--- config.mk ---
export PLATFORM = sky130hd
export DESIGN_NAME = sata_port_taskfile_regs
export DESIGN_NICKNAME = d
export VERILOG_FILES = /design/src/hdl/data_port_split.v /design/src/hdl/sata_port_taskfile_regs.v
export VERILOG_INCLUDE_DIRS = /design/src /design/src/hdl
export SDC_FILE = /design/constraint.sdc
export NUM_CORES = 1
export LEC_CHECK = 0
export BUFFER_PORTS_ARGS = -buffer_cell sky130_fd_sc_hd__buf_2
export CAP_MARGIN = 20
export CORE_MARGIN = 10
export CORE_UTILIZATION = 45
export CTS_BUF_LIST = sky130_fd_sc_hd__clkbuf_4
export CTS_CLUSTER_SIZE = 25
export DETAILED_ROUTE_END_ITERATION = 12
export PLACE_DENSITY_LB_ADDON = 0.3
export SYNTH_ARGS = -nofsm -noshare
export SYNTH_HDL_FRONTEND = slang
export SYNTH_SLANG_ARGS = --single-unit
--- constraint.sdc ---
create_clock -name clock -period 3.5 [get_ports clock]
set_input_delay 0.525 -clock clock [delete_from_list [all_inputs] [get_ports clock]]
set_output_delay 0.525 -clock clock [all_outputs]
set_load 0.03 [all_outputs]
--- src/hdl/taskfile_regs.vh ---
/*
 Register offsets, field positions and reset values of the per-port command block
 register bank. Assumes inclusion by the bank and its data-port splitter only.
*/
`ifndef TASKFILE_REGS_VH
`define TASKFILE_REGS_VH

`define OFF_DATA        8'h00
`define OFF_ERROR       8'h04
`define OFF_FEATURES    8'h04
`define OFF_SECT_COUNT  8'h08
`define OFF_SECT_NUMBER 8'h0c
`define OFF_COMMAND     8'h1c
`define OFF_STATUS      8'h1c
`define OFF_INT_MASK    8'h40

`define MASK_PHY_CHANGE 0
`define MASK_PHY_READY  1
`define STATUS_ERR_BIT  0

`define RST_WORD16      16'h0000
`define RST_WORD32      32'h0000_0000
`define RST_BYTE8       8'h00
`define RST_MASK2       2'h0

`define ADDR_CHS        2'h0
`define ADDR_LBA28      2'h1
`define ADDR_LBA48      2'h2

`endif
--- src/hdl/data_port_split.v ---
/*
 Splits one host data-port access, 16 or 32 bits wide, into 16-bit transfers
 toward the device side. Assumes the device side takes one word per cycle.
*/
`timescale 1ns/1ps
`include "taskfile_regs.vh"

module data_port_split (
   input  wire        clock,
   input  wire        reset_n,
   input  wire        start,
   input  wire        wide,
   input  wire        write,
   input  wire [31:0] wdata,
   output reg         xfer_valid_r,
   output reg         xfer_write_r,
   output reg  [15:0] xfer_wdata_r,
   output reg         second_r,
   output reg         busy_r
);

   reg        pend_r;
   reg [15:0] hi_r;

   // The upper half follows the lower half directly in the next cycle.
   always @(posedge clock or negedge reset_n) begin
      if (!reset_n) begin
         xfer_valid_r <= 1'b0;
         xfer_write_r <= 1'b0;
         xfer_wdata_r <= `RST_WORD16;
         second_r     <= 1'b0;
         busy_r       <= 1'b0;
         pend_r       <= 1'b0;
         hi_r         <= `RST_WORD16;
      end else if (pend_r) begin
         xfer_valid_r <= 1'b1;
         xfer_wdata_r <= hi_r;
         second_r     <= 1'b1;
         pend_r       <= 1'b0;
         busy_r       <= 1'b0;
      end else if (start) begin
         xfer_valid_r <= 1'b1;
         xfer_write_r <= write;
         xfer_wdata_r <= wdata[15:0];
         second_r     <= 1'b0;
         pend_r       <= wide;
         busy_r       <= wide;
         hi_r         <= wdata[31:16];
      end else begin
         xfer_valid_r <= 1'b0;
         second_r     <= 1'b0;
      end
   end

endmodule

--- src/hdl/sata_port_taskfile_regs.v ---
/*
 Per-port command block register bank for direct port access mode: data port,
 error, features, sector count, sector number, command launch and interrupt
 mask. Assumes a simple synchronous register port with one-cycle strobes and
 a device-side engine that supplies read data words, error and status.
 A register read issued while a data-port read is still in flight is not
 answered, so the host waits for each data-port answer before the next read.
*/
// Contract
// - Mask bit 1 gates the link-ready interrupt; reset 0 masks it.
// - Mask bit 0 gates the link state-change interrupt; reset 0 masks it.
// - A 16-bit read/write data port moves PIO data words.
// - A 32-bit data port access becomes two back-to-back 16-bit transfers.
// - An 8-bit read-only error register holds current command error status.
// - Error contents are valid while the status error flag is set.
// - A 16-bit features register holds the next command's parameter.
// - A 16-bit read/write sector count register holds the transfer count.
// - For CHS or 28-bit addressing only the low count byte is used.
// - For 48-bit addressing the full 16-bit count is used.
// - A 16-bit read/write sector number register holds an address parameter.
`timescale 1ns/1ps
`include "taskfile_regs.vh"

module sata_port_taskfile_regs (
   input  wire        clock,
   input  wire        reset_n,
   input  wire        reg_wr,
   input  wire        reg_rd,
   input  wire [7:0]  reg_addr,
   input  wire        reg_wide,
   input  wire [31:0] reg_wdata,
   output reg  [31:0] reg_rdata_r,
   output reg         reg_rvalid_r,
   input  wire [1:0]  addr_mode,
   input  wire [7:0]  dev_error,
   input  wire [7:0]  dev_status,
   input  wire [15:0] dev_rdata,
   input  wire        phy_ready_evt,
   input  wire        phy_change_evt,
   output reg         pio_valid_r,
   output reg         pio_write_r,
   output reg  [15:0] pio_wdata_r,
   output reg         pio_read_r,
   output reg         cmd_start_r,
   output reg  [7:0]  cmd_code_r,
   output reg  [15:0] cmd_features_r,
   output reg  [15:0] cmd_count_r,
   output reg  [15:0] cmd_sector_r,
   output reg         phy_ready_int_r,
   output reg         phy_change_int_r
);

   reg [15:0] features_r;
   reg [15:0] sect_count_r;
   reg [15:0] sect_number_r;
   reg [1:0]  int_mask_r;
   reg [15:0] rd_lo_r;
   reg        rd_wide_r;
   reg [31:0] rd_word_nxt;
   reg        rd_valid_nxt;

   wire        sp_valid;
   wire        sp_write;
   wire [15:0] sp_wdata;
   wire        sp_second;
   wire        sp_busy;

   wire data_hit = (reg_addr == `OFF_DATA);
   // A data-port access in the cycle after a wide one is dropped, not queued.
   wire data_acc = data_hit && (reg_wr || reg_rd) && !sp_busy;
   wire cmd_hit  = reg_wr && (reg_addr == `OFF_COMMAND);
   // Error contents mean nothing unless the status error flag is set.
   wire [7:0] err_view = dev_status[`STATUS_ERR_BIT] ? dev_error : `RST_BYTE8;

   // Effective count depends on the addressing form.
   function [15:0] eff_count;
      input [1:0]  mode;
      input [15:0] raw;
      begin
         case (mode)
            `ADDR_LBA48: eff_count = raw;
            `ADDR_CHS:   eff_count = {8'h00, raw[7:0]};
            `ADDR_LBA28: eff_count = {8'h00, raw[7:0]};
            default:     eff_count = {8'h00, raw[7:0]};
         endcase
      end
   endfunction

   // The splitter turns each data-port access into 16-bit device transfers.
   data_port_split u_split (
      .clock        (clock),
      .reset_n      (reset_n),
      .start        (data_acc),
      .wide         (reg_wide),
      .write        (reg_wr),
      .wdata        (reg_wdata),
      .xfer_valid_r (sp_valid),
      .xfer_write_r (sp_write),
      .xfer_wdata_r (sp_wdata),
      .second_r     (sp_second),
      .busy_r       (sp_busy)
   );

   // Parameter registers hold plain values until the host rewrites them.
   always @(posedge clock or negedge reset_n) begin
      if (!reset_n) begin
         features_r    <= `RST_WORD16;
         sect_count_r  <= `RST_WORD16;
         sect_number_r <= `RST_WORD16;
         int_mask_r    <= `RST_MASK2;
      end else if (reg_wr) begin
         case (reg_addr)
            `OFF_FEATURES:    features_r    <= reg_wdata[15:0];
            `OFF_SECT_COUNT:  sect_count_r  <= reg_wdata[15:0];
            `OFF_SECT_NUMBER: sect_number_r <= reg_wdata[15:0];
            `OFF_INT_MASK:
               int_mask_r <= reg_wdata[`MASK_PHY_READY:`MASK_PHY_CHANGE];
            default: ;
         endcase
      end
   end

   // Parameters are snapshotted at the command write, so a host that starts
   // loading the next command early cannot disturb the one just launched.
   always @(posedge clock or negedge reset_n) begin
      if (!reset_n) begin
         cmd_start_r    <= 1'b0;
         cmd_code_r     <= `RST_BYTE8;
         cmd_features_r <= `RST_WORD16;
         cmd_count_r    <= `RST_WORD16;
         cmd_sector_r   <= `RST_WORD16;
      end else begin
         cmd_start_r <= cmd_hit;
         if (cmd_hit) begin
            cmd_code_r     <= reg_wdata[7:0];
            cmd_features_r <= features_r;
            cmd_count_r    <= eff_count(addr_mode, sect_count_r);
            cmd_sector_r   <= sect_number_r;
         end
      end
   end

   // Interrupt outputs are gated events, not sticky: a consumer that must
   // remember one has to latch it itself.
   always @(posedge clock or negedge reset_n) begin
      if (!reset_n) begin
         phy_ready_int_r  <= 1'b0;
         phy_change_int_r <= 1'b0;
      end else begin
         phy_ready_int_r  <= phy_ready_evt && int_mask_r[`MASK_PHY_READY];
         phy_change_int_r <= phy_change_evt && int_mask_r[`MASK_PHY_CHANGE];
      end
   end

   // Outgoing PIO transfers mirror the splitter one cycle later.
   always @(posedge clock or negedge reset_n) begin
      if (!reset_n) begin
         pio_valid_r <= 1'b0;
         pio_write_r <= 1'b0;
         pio_wdata_r <= `RST_WORD16;
         pio_read_r  <= 1'b0;
      end else begin
         pio_valid_r <= sp_valid;
         pio_write_r <= sp_write;
         pio_wdata_r <= sp_wdata;
         pio_read_r  <= sp_valid && !sp_write;
      end
   end

   // A wide read parks its low word until the high word arrives.
   always @(posedge clock or negedge reset_n) begin
      if (!reset_n) begin
         rd_lo_r   <= `RST_WORD16;
         rd_wide_r <= 1'b0;
      end else begin
         if (data_acc && reg_rd)
            rd_wide_r <= reg_wide;
         if (sp_valid && !sp_write && !sp_second && rd_wide_r)
            rd_lo_r <= dev_rdata;
      end
   end

   // Next read answer. A data-port word from the splitter takes priority over
   // a register read in the same cycle.
   always @* begin
      rd_word_nxt  = reg_rdata_r;
      rd_valid_nxt = 1'b0;
      if (sp_valid && !sp_write) begin
         if (sp_second) begin
            rd_word_nxt  = {dev_rdata, rd_lo_r};
            rd_valid_nxt = 1'b1;
         end else if (!rd_wide_r) begin
            rd_word_nxt  = {16'h0000, dev_rdata};
            rd_valid_nxt = 1'b1;
         end
      end else if (reg_rd && !data_hit) begin
         rd_valid_nxt = 1'b1;
         case (reg_addr)
            `OFF_ERROR:       rd_word_nxt = {24'h000000, err_view};
            `OFF_SECT_COUNT:  rd_word_nxt = {16'h0000, sect_count_r};
            `OFF_SECT_NUMBER: rd_word_nxt = {16'h0000, sect_number_r};
            `OFF_STATUS:      rd_word_nxt = {24'h000000, dev_status};
            `OFF_INT_MASK:    rd_word_nxt = {30'h0000000, int_mask_r};
            default:          rd_word_nxt = `RST_WORD32;
         endcase
      end
   end

   always @(posedge clock or negedge reset_n) begin
      if (!reset_n) begin
         reg_rdata_r  <= `RST_WORD32;
         reg_rvalid_r <= 1'b0;
      end else begin
         reg_rdata_r  <= rd_word_nxt;
         reg_rvalid_r <= rd_valid_nxt;
      end
   end

endmodule

# [Yosys cells after proc, flatten, opt, wreduce, memory -nomap -nowiden]
# Index checks and enable logic that the tools add are counted.
[op_classes] mux=20 reduce_logical=24 eq_ne=7 n_bitwise=1
[ops] op="32-bit 2-to-1 mux" count=4
[ops] op="16-bit one-hot mux with 5 select lines" count=1
[ops] op="16-bit 2-to-1 mux" count=3
[ops] op="8-bit by 4-bit equality test with 1-bit output (second input constant)" count=2
[ops] op="2-bit AND reduction" count=6
[ops] op="1-bit 2-to-1 mux" count=11
[ops] op="1-bit logical AND" count=10
[ops] op="8-bit by 3-bit equality test with 1-bit output (second input constant)" count=1
[ops] op="8-bit by 5-bit equality test with 1-bit output (second input constant)" count=1
[ops] op="8-bit by 7-bit equality test with 1-bit output (second input constant)" count=1
[ops] op="8-bit zero test" count=1
[ops] op="8-bit 2-to-1 mux" count=1
[ops] op="1-bit zero test" count=4
[ops] op="2-bit nonzero test" count=2
[ops] op="3-bit by 2-bit != test with 1-bit output (second input constant)" count=1
[ops] op="2-bit equality test (second input constant)" count=1
[ops] op="1-bit logical OR" count=1
[ops] op="1-bit inverter" count=1
[totals] inputBits=81 reg_bits=215

# [Longest topological paths before layout]
# Gate-level depths: netlist of the first run.
[logic_depth] depth_word=5 mapped_depth=8

# [By module]
# Synthesis of the first run repeated with hierarchy kept, for this count alone.
[hier_totals] cells_unflattened=726 hier_area_um2=8799.7
[by_module_without_submodules] mod="sata_port_taskfile_regs" area_per_inst_um2=7239.4 cells_each=611 n_inst=1 seq_area_each_um2=4454.3
[by_module_without_submodules] mod="data_port_split" area_per_inst_um2=1560.2 cells_each=115 n_inst=1 seq_area_each_um2=925.9

# [Worst setup path after synthesis of the first run]
# OpenSTA, ideal clock, no wires.
[synth_timing] kind="input port to flip-flop" startpoint="input port reg_addr[4]" endpoint="register u_split.xfer_wdata_r[10]" cell_stages=7 setup_ns=0.125 arrival_time_ns=2.545 path_slack_ns=0.830 path_buffers=3 path_cell_list="buf_6 > or4_4 > buf_6 > nor4_4 > buf_4 > mux2_2 > mux2_2"
[synth_between] elab_chain_len=4
[synth_rtl] item="start, declared" line_no="sata_port_taskfile_regs.v:29" rtl="input wire [7:0] reg_addr,"
[synth_rtl] item="8-bit zero test (no line)"
[synth_rtl] item="1-bit logical AND (2 in series)" line_no="sata_port_taskfile_regs.v:70" rtl="wire data_acc = data_hit && (reg_wr || reg_rd) && !sp_busy;"
[synth_rtl] item="2-bit nonzero test (no line)"
[synth_rtl] item="end signal, assigned" line_no="data_port_split.v:30" rtl="xfer_wdata_r <= `RST_WORD16;"
[synth_rtl] item="end signal, assigned" line_no="data_port_split.v:37" rtl="xfer_wdata_r <= hi_r;"
[synth_rtl] item="end signal, assigned" line_no="data_port_split.v:44" rtl="xfer_wdata_r <= wdata[15:0];"
[synth_rtl] item="end, declared" line_no="data_port_split.v:17" rtl="output reg [15:0] xfer_wdata_r,"
# No other way between the ends.
# A chain may end at the register's enable or synchronous reset.

# [Worst setup path after layout of the first run]
[layout_timing] startpoint="register u_split.xfer_write_r" endpoint="register reg_rdata_r[10]"
[layout_between] elab_chain_len=4 elab_cells_between_ends=6 classes_between="eq/ne: 1; mux: 1; reduce/logical: 4"
[layout_rtl] item="start, declared" line_no="data_port_split.v:16" rtl="output reg xfer_write_r,"
[layout_rtl] item="start signal, assigned" line_no="data_port_split.v:43" rtl="xfer_write_r <= write;"
[layout_rtl] item="1-bit zero test *" line_no="sata_port_taskfile_regs.v:188" rtl="if (sp_valid && !sp_write) begin"
[layout_rtl] item="1-bit logical AND *" line_no="sata_port_taskfile_regs.v:188"
[layout_rtl] item="3-bit by 2-bit != test with 1-bit output (no line) / 2-bit nonzero test (equally long branches)"
[layout_rtl] item="2-bit AND reduction (no line)"
[layout_rtl] item="end signal, assigned" line_no="sata_port_taskfile_regs.v:211" rtl="reg_rdata_r <= `RST_WORD32;"
[layout_rtl] item="end signal, assigned" line_no="sata_port_taskfile_regs.v:214" rtl="reg_rdata_r <= rd_word_nxt;"
[layout_rtl] item="end, declared" line_no="sata_port_taskfile_regs.v:32" rtl="output reg [31:0] reg_rdata_r,"
# Every way passes the cells marked *; elsewhere a longest branch is shown, timed or not.

==> results of run 1 <==
cells by family (layout without fill, tap and decap cells):
kind of cell	count (synthesis)	count (layout)
multiplexers	148	148
other	0	2
AO/OA/AOI/OAI	65	65
flip-flops	215	215
buffers and inverters	45	325
AND/OR/NAND/NOR	222	222
metrics by stage:
| step | cell area, sq um | power [mW] | util [%] | instances |
|---|---|---|---|---|
| 2_1_floorplan | 8710 | 2.83 | - | 695 |
| 3_3_place_gp | 9990 | 3.02 | 52.9 | 1127 |
| 3_5_place_dp | 9990 | 3.03 | 52.9 | 1127 |
| 4_1_cts | 10800 | 5.16 | 57.0 | 1234 |
| 5_1_grt | 10800 | 5.34 | 57.0 | 1237 |
| 6_report | 10800 | 5.08 | 57.0 | 1237 |
power groups by stage:
stage	registers, mW	logic, mW	clock network, mW
final	2.61	0.367	2.10
after global routing	2.62	0.406	2.31
after CTS	2.61	0.375	2.17
after detailed placement	2.66	0.368	0
after global placement	2.66	0.361	0
after floorplan	2.70	0.125	0
final cells by class:
cell class / instances / area share (%)
tap: 260 / 3.02
clock buffer: 82 / 5.71
timing repair buffer: 218 / 11.1
sequential: 215 / 49.9
clock inverter: 18 / 0.790
inverter: 7 / 0.244
multi-input combinational: 435 / 29.1
antenna: 2 / 0.0465
cell usage in the layout, fill, tap and decap left out, types with 6 or more instances in the layout:
master	instances
sky130_fd_sc_hd__dfrtp_1	215
sky130_fd_sc_hd__buf_2	190
sky130_fd_sc_hd__nand2_1	164
sky130_fd_sc_hd__mux2_2	120
sky130_fd_sc_hd__clkbuf_4	82
sky130_fd_sc_hd__nand3_1	21
sky130_fd_sc_hd__mux2i_1	19
sky130_fd_sc_hd__buf_4	19
sky130_fd_sc_hd__a22o_1	16
sky130_fd_sc_hd__clkinv_1	14
sky130_fd_sc_hd__a21oi_1	10
sky130_fd_sc_hd__mux2_1	9
sky130_fd_sc_hd__o22ai_1	8
sky130_fd_sc_hd__dlygate4sd3_1	7
sky130_fd_sc_hd__inv_1	6
state kept, by name, indices dropped and copies added (netlist names), 2 cells and up:
name	flops
features_r	16
u_split.xfer_wdata_r	16
rd_lo_r	16
reg_rdata_r	32
cmd_features_r	16
u_split.hi_r	16
cmd_count_r	16
cmd_sector_r	16
sect_number_r	16
cmd_code_r	8
pio_wdata_r	16
int_mask_r	2
sect_count_r	16
per-layer routing:
layer / GRT usage (%) / wire (microns) / vias up
met2: 29.5 / 11500 / 206
met1: 23.0 / 9660 / 3101
met3: 5.42 / 1570 / 19
met4: 5.10 / 283 / 0
met5: 0 / 0 / -
li1: - / - / 2933
path summary, 6_finish.rpt:
kind	startpoint	endpoint	slack, ns
max	u_split.xfer_write_r$_DFFE_PN0P_	reg_rdata_r[10]$_DFFE_PN0P_	0.95
min	reg_wdata[23]	u_split.hi_r[7]$_DFFE_PN0P_	0.06
max reg2reg	u_split.xfer_write_r$_DFFE_PN0P_	reg_rdata_r[10]$_DFFE_PN0P_	0.95
min reg2reg	u_split.xfer_valid_r$_DFF_PN0_	pio_valid_r$_DFF_PN0_	0.36
max in group asynchronous	reset_n	u_split.hi_r[11]$_DFFE_PN0P_	2.00
min in group asynchronous	reset_n	cmd_code_r[6]$_DFFE_PN0P_	0.49
==> impl_metrics.toml, run 1 <==
[logic_synthesis]
yosys_warnings = 0
synth_compound_area_share_pct = 5.87
synth_nets = 776
synth.largest_area_cell = "sky130_fd_sc_hd__dfrtp_1"
synth_xor_xnor_area_share_pct = 0
synth.top_cells.by_count = "215 x sky130_fd_sc_hd__dfrtp_1, 164 x sky130_fd_sc_hd__nand2_1, 120 x sky130_fd_sc_hd__mux2_2"
seq_area_frac_synth_pct = 61.7
main_combinational_cell_family_by_area_after_synthesis = "multiplexers"
netlist.area_leader.share_pct = 61.7
post_synth_fa_ha_maj_area_fraction_pct = 0
ys_seq_elements = 215
synth_cell_type_count = 42
async_flop_share_pct = 100
yosys-mux-area-fraction_pct = 18.9
post_synth_instance_area_sq_mm = 0.00871
syn_area_per_cell_sq_um = 12.5
post-synth-top-count-cell = "sky130_fd_sc_hd__dfrtp_1"
yosys.area_share.simple_pct = 11.2
netlist_instances = 695
synth-edff-count = 0
ys_dominant_reg_cell = "sky130_fd_sc_hd__dfrtp_1"
cells_taking_the_most_area_after_synthesis = "sky130_fd_sc_hd__dfrtp_1 62%, sky130_fd_sc_hd__mux2_2 16%, sky130_fd_sc_hd__nand2_1 7.1%"

[critical_path]
critical_path.endpoint_type = "flop"
slowest_stage = "sky130_fd_sc_hd__a21oi_1"
wp_depth = 6
crit_fanout = 20
cp_num_buf_inv = 2
crit_chain = "nand2b_1, a21oi_1, nor2_1, buf_4, inv_1, mux2_2"
critical-path-top-delay-family = "buffers and inverters"
setup.worst_path.start_class = "flop"
timing.reg2reg.worst_path_depth = 6
critical_path_required_ns = 4.02
delay_of_the_slowest_critical_path_stage_ns = 0.45
critPathArrivalTime_ns = 3.07
worst-setup-path-type = "reg -> reg"

[power_and_ir_drop]
pwr-share-comb_pct = 7.2
power_switching_share_pct = 25.4
share_seq_of_total_power_pct = 51.4
p_int_mw = 3.79
vdd_drop_max_uv = 246
cellPowerDensity_mw_per_mm2 = 472
clock_power_share_pct = 41.3
leakagePower_nw = 5.98
total_switching_power_mw = 1.29

[floorplanning]
num_io_pins = 192
placementRows = 50
initial_core_util_pct = 46.1
dieWidth_microns = 159
die_area_sq_mm = 0.0253
dieHeight_microns = 159
design.core.area_sq_mm = 0.0189

[detailed_routing]
post_drt_wl_per_cell_microns = 18.6
routed_wl_mm = 23.0
post_drt_via_cell_ratio = 5.06
final_antenna_net_count = 0
post-route-drc-count = 0
vias = 6259
1st_iter_drt_viols = 319
firstDrtPassIters = 4

[run_status]
outcome = "finished, final reports clean"

[place]
port_buffers = 191
dp_hpwl_mm = 16.3
pre_cts_slack_ns = 0.757
routabilityCongestion = 0.824

[global_route]
pin_count_of_the_biggest_net_entering_global_routing = 103
track_usage_pct = 18.1
first_global_vias = 6639
initial_antenna_violation_count = 2
global_route_wire_length_before_repair_mm = 37.1
gr-total-overflow = 0

[clocking]
post_cts.repair.setup_buffers = 0
buffers_from_clock_root_to_sink_at_most = 3
clock_tree.root_cell = "sky130_fd_sc_hd__clkbuf_4"
post_cts_resize_count = 0
clk-insertion-delay-late_ns = 0.69
cts_hold_buffers = 7
numCtsBuffers = 56
cts.sinks = 215
cts_tree = "yes"
clkTransAtPathRegs_ns = 0.06
htreeDepth = 2

[worst_hold_path]
hold_path.class = "in -> reg"
holdPathStages = 2

[sta]
maximum_clock_frequency_ghz = 0.392
setup_viol = 0
post-route-period-util_pct = 72.8
timing.final.hold_violations = 0
slew-limit-headroom_pct = 41.0
final_critical_path_setup_slack_ns = 0.951
slew_viol_final = 0
fin_crit_ns = 2.55
fin_tns_setup_ns = 0
worst_pin_slew_ns = 0.885
worst_clock_skew_ns = 0.0573
grt_setup_unrepaired = "false"
timing.hold.ws_ns = 0.0640

[cells_and_area]
num-nets-final = 1014
syn2layout_area_growth_pct = 23.7
final-seq-area_sq_mm = 0.00538
multiInputGateArea_sq_mm = 0.00314
fillers = 1669
layout_cells_sized_above_1_pct = 44.3

[flow_run]
timing.max_cap.violations = 0
(Power assumes the default switching activity.)
==> inputs of run 2 (changes only) <==
clock period = 2.05 ns   (was 3.5 ns; I/O delays follow)
==> impl_metrics.toml, run 2 (synthesis results as in run 1) <==
[cells_and_area]
final_common_cell = "sky130_fd_sc_hd__dfrtp_1"
top_register = "reg_rdata_r"
num-nets-final = 1090
syn2layout_area_growth_pct = 33.7
fillers = 1547
flip_flop_count_of_the_largest_register_all_copies_and_words_added = 32
antennaDiodeCount = 0
layout.cells.most_common_list = "215 x sky130_fd_sc_hd__dfrtp_1, 190 x sky130_fd_sc_hd__buf_2, 164 x sky130_fd_sc_hd__nand2_1"
final_util_pct = 61.7
layout_cells_sized_above_1_pct = 44.3

[sta]
grt_setup_unrepaired = "false"
worst_pin_slew_ns = 0.593
worst_clock_skew_ns = 0.0419
timing.hold.ws_ns = 0.0565
maximum_clock_frequency_ghz = 0.551
fin_tns_setup_ns = 0
fin_crit_ns = 1.81
post-route-period-util_pct = 88.5
timing.final.hold_violations = 0
slew-limit-headroom_pct = 59.9
setup_viol = 0
slew_viol_final = 0

[critical_path]
critical_path.endpoint_type = "flop"
critical-path-top-delay-family = "multiplexers"
setup.worst_path.start_class = "flop"
slowest_stage = "sky130_fd_sc_hd__dfrtp_1"
crit_chain = "nor4_4, buf_4, buf_12, mux2_2, mux2_2"
crit-reg2reg-launch = "u_split.busy_r$_DFFE_PN0P_"
cp_num_buf_inv = 2
critical_path_required_ns = 2.57
crit_fanout = 11
delay_of_the_slowest_critical_path_stage_ns = 0.45
critical_path_source = "u_split.busy_r$_DFFE_PN0P_"
worst-setup-path-type = "reg -> reg"
cp_common_cell = "sky130_fd_sc_hd__mux2_2"
critPathArrivalTime_ns = 2.33

[power_and_ir_drop]
cellPowerDensity_mw_per_mm2 = 755
power_switching_share_pct = 24.5
fin_total_pwr_mw = 8.79
clock_power_share_pct = 40.5
share_seq_of_total_power_pct = 50.9
pwr-share-comb_pct = 8.6
leakagePower_nw = 6.35
p_int_mw = 6.64
vdd_drop_max_uv = 419
total_switching_power_mw = 2.15

[run_status]
outcome = "finished, final reports clean"

[detailed_routing]
post_drt_via_cell_ratio = 5.15
firstDrtPassIters = 4
vias = 6695
final_antenna_net_count = 0
post_drt_wl_per_cell_microns = 18.5
routed_wl_mm = 24.1
1st_iter_drt_viols = 335
post-route-drc-count = 0

[floorplanning]
design.core.area_sq_mm = 0.0189
initial_core_util_pct = 46.1
die_area_sq_mm = 0.0253
placementRows = 50
dieWidth_microns = 159
num_io_pins = 192
dieHeight_microns = 159

[clocking]
clock_tree.root_cell = "sky130_fd_sc_hd__clkbuf_4"
clk-insertion-delay-late_ns = 0.67
cts_tree = "yes"
clkTransAtPathRegs_ns = 0.06
numCtsBuffers = 54
buffers_from_clock_root_to_sink_at_most = 3
cts.sinks = 215
htreeDepth = 2

[place]
port_buffers = 191
dp_hpwl_mm = 16.8
routabilityCongestion = 0.805

[worst_hold_path]
hold_path.class = "in -> reg"
beginning_of_the_worst_hold_path = "dev_status[2]"

[global_route]
initial_antenna_violation_count = 0
first_global_vias = 7210
grt-busiest-layer = "met2"
track_usage_pct = 18.9
gr_util_met1_pct = 25.3
global_route_wire_length_before_repair_mm = 39.4
pin_count_of_the_biggest_net_entering_global_routing = 56
gr-usage-met3_pct = 5.71
gr-total-overflow = 0
grt_util_met2_pct = 28.9

[flow_run]
timing.max_cap.violations = 0
run 2: power by group through the flow:
| stage | Clock, mW | Sequential [mW] | Combinational [mW] |
|---|---|---|---|
| final | 3.56 | 4.47 | 0.760 |
| after CTS | 3.68 | 4.47 | 0.760 |
| after global placement | 0 | 4.55 | 0.658 |
| after floorplan | 0 | 4.61 | 0.231 |
| after detailed placement | 0 | 4.55 | 0.670 |
| after global routing | 3.90 | 4.49 | 0.827 |
run 2: worst reg2reg max path, delay by kind of cell (launching register included):
family                 cells  cell delay [ns]
AND/OR/NAND/NOR            1             0.29
buffers and inverters      2             0.36
flip-flops                 1             0.45
multiplexers               2             0.59
run 2: cell type report:
cell class | instances | area [sq um] | share of cell area (%)
Sequential cell | 215 | 5380 | 46.2
Multi-Input combinational cell | 435 | 3210 | 27.5
Timing Repair Buffer | 296 | 2040 | 17.5
Clock buffer | 74 | 556 | 4.77
Tap cell | 260 | 325 | 2.79
Clock inverter | 13 | 109 | 0.934
Inverter | 7 | 30.0 | 0.258
run 2: routing by layer:
metal | vias to the layer above | part of all wire (%)
met5 | - | 0
met4 | 0 | 1.9
met3 | 41 | 7.2
met2 | 222 | 45
met1 | 3359 | 46
li1 | 3073 | -
run 2: final timing paths:
check / to / slack, ns / cells past startpoint
max: u_split.xfer_wdata_r[15]$_DFFE_PN0P_ / 0.24 / 5
min: reg_rdata_r[2]$_DFFE_PN0P_ / 0.06 / 3
max reg2reg: u_split.xfer_wdata_r[15]$_DFFE_PN0P_ / 0.24 / 5
min reg2reg: pio_wdata_r[15]$_DFF_PN0_ / 0.35 / 0
max in group asynchronous: cmd_count_r[9]$_DFFE_PN0P_ / 1.17 / 3
min in group asynchronous: reg_rdata_r[14]$_DFFE_PN0P_ / 0.17 / 2
run 2: repair_timing:
action                                  4_1_cts  5_1_grt
gates resized for setup                       0        1
endpoints found under the hold margin       325        0
buffers inserted                              0        1
hold buffers                                 60        0
endpoints found under the setup margin        0        9
run 2: metrics by stage:
| step | instance area (sq um) | instances | setup slack (ns) |
|---|---|---|---|
| floorplan | 8790 | 695 | -0.346 |
| global placement | 10400 | 1152 | -0.237 |
| detailed placement | 10400 | 1152 | -0.262 |
| CTS | 11600 | 1299 | 0.131 |
| global route | 11600 | 1300 | 0.105 |
| finish | 11600 | 1300 | 0.236 |
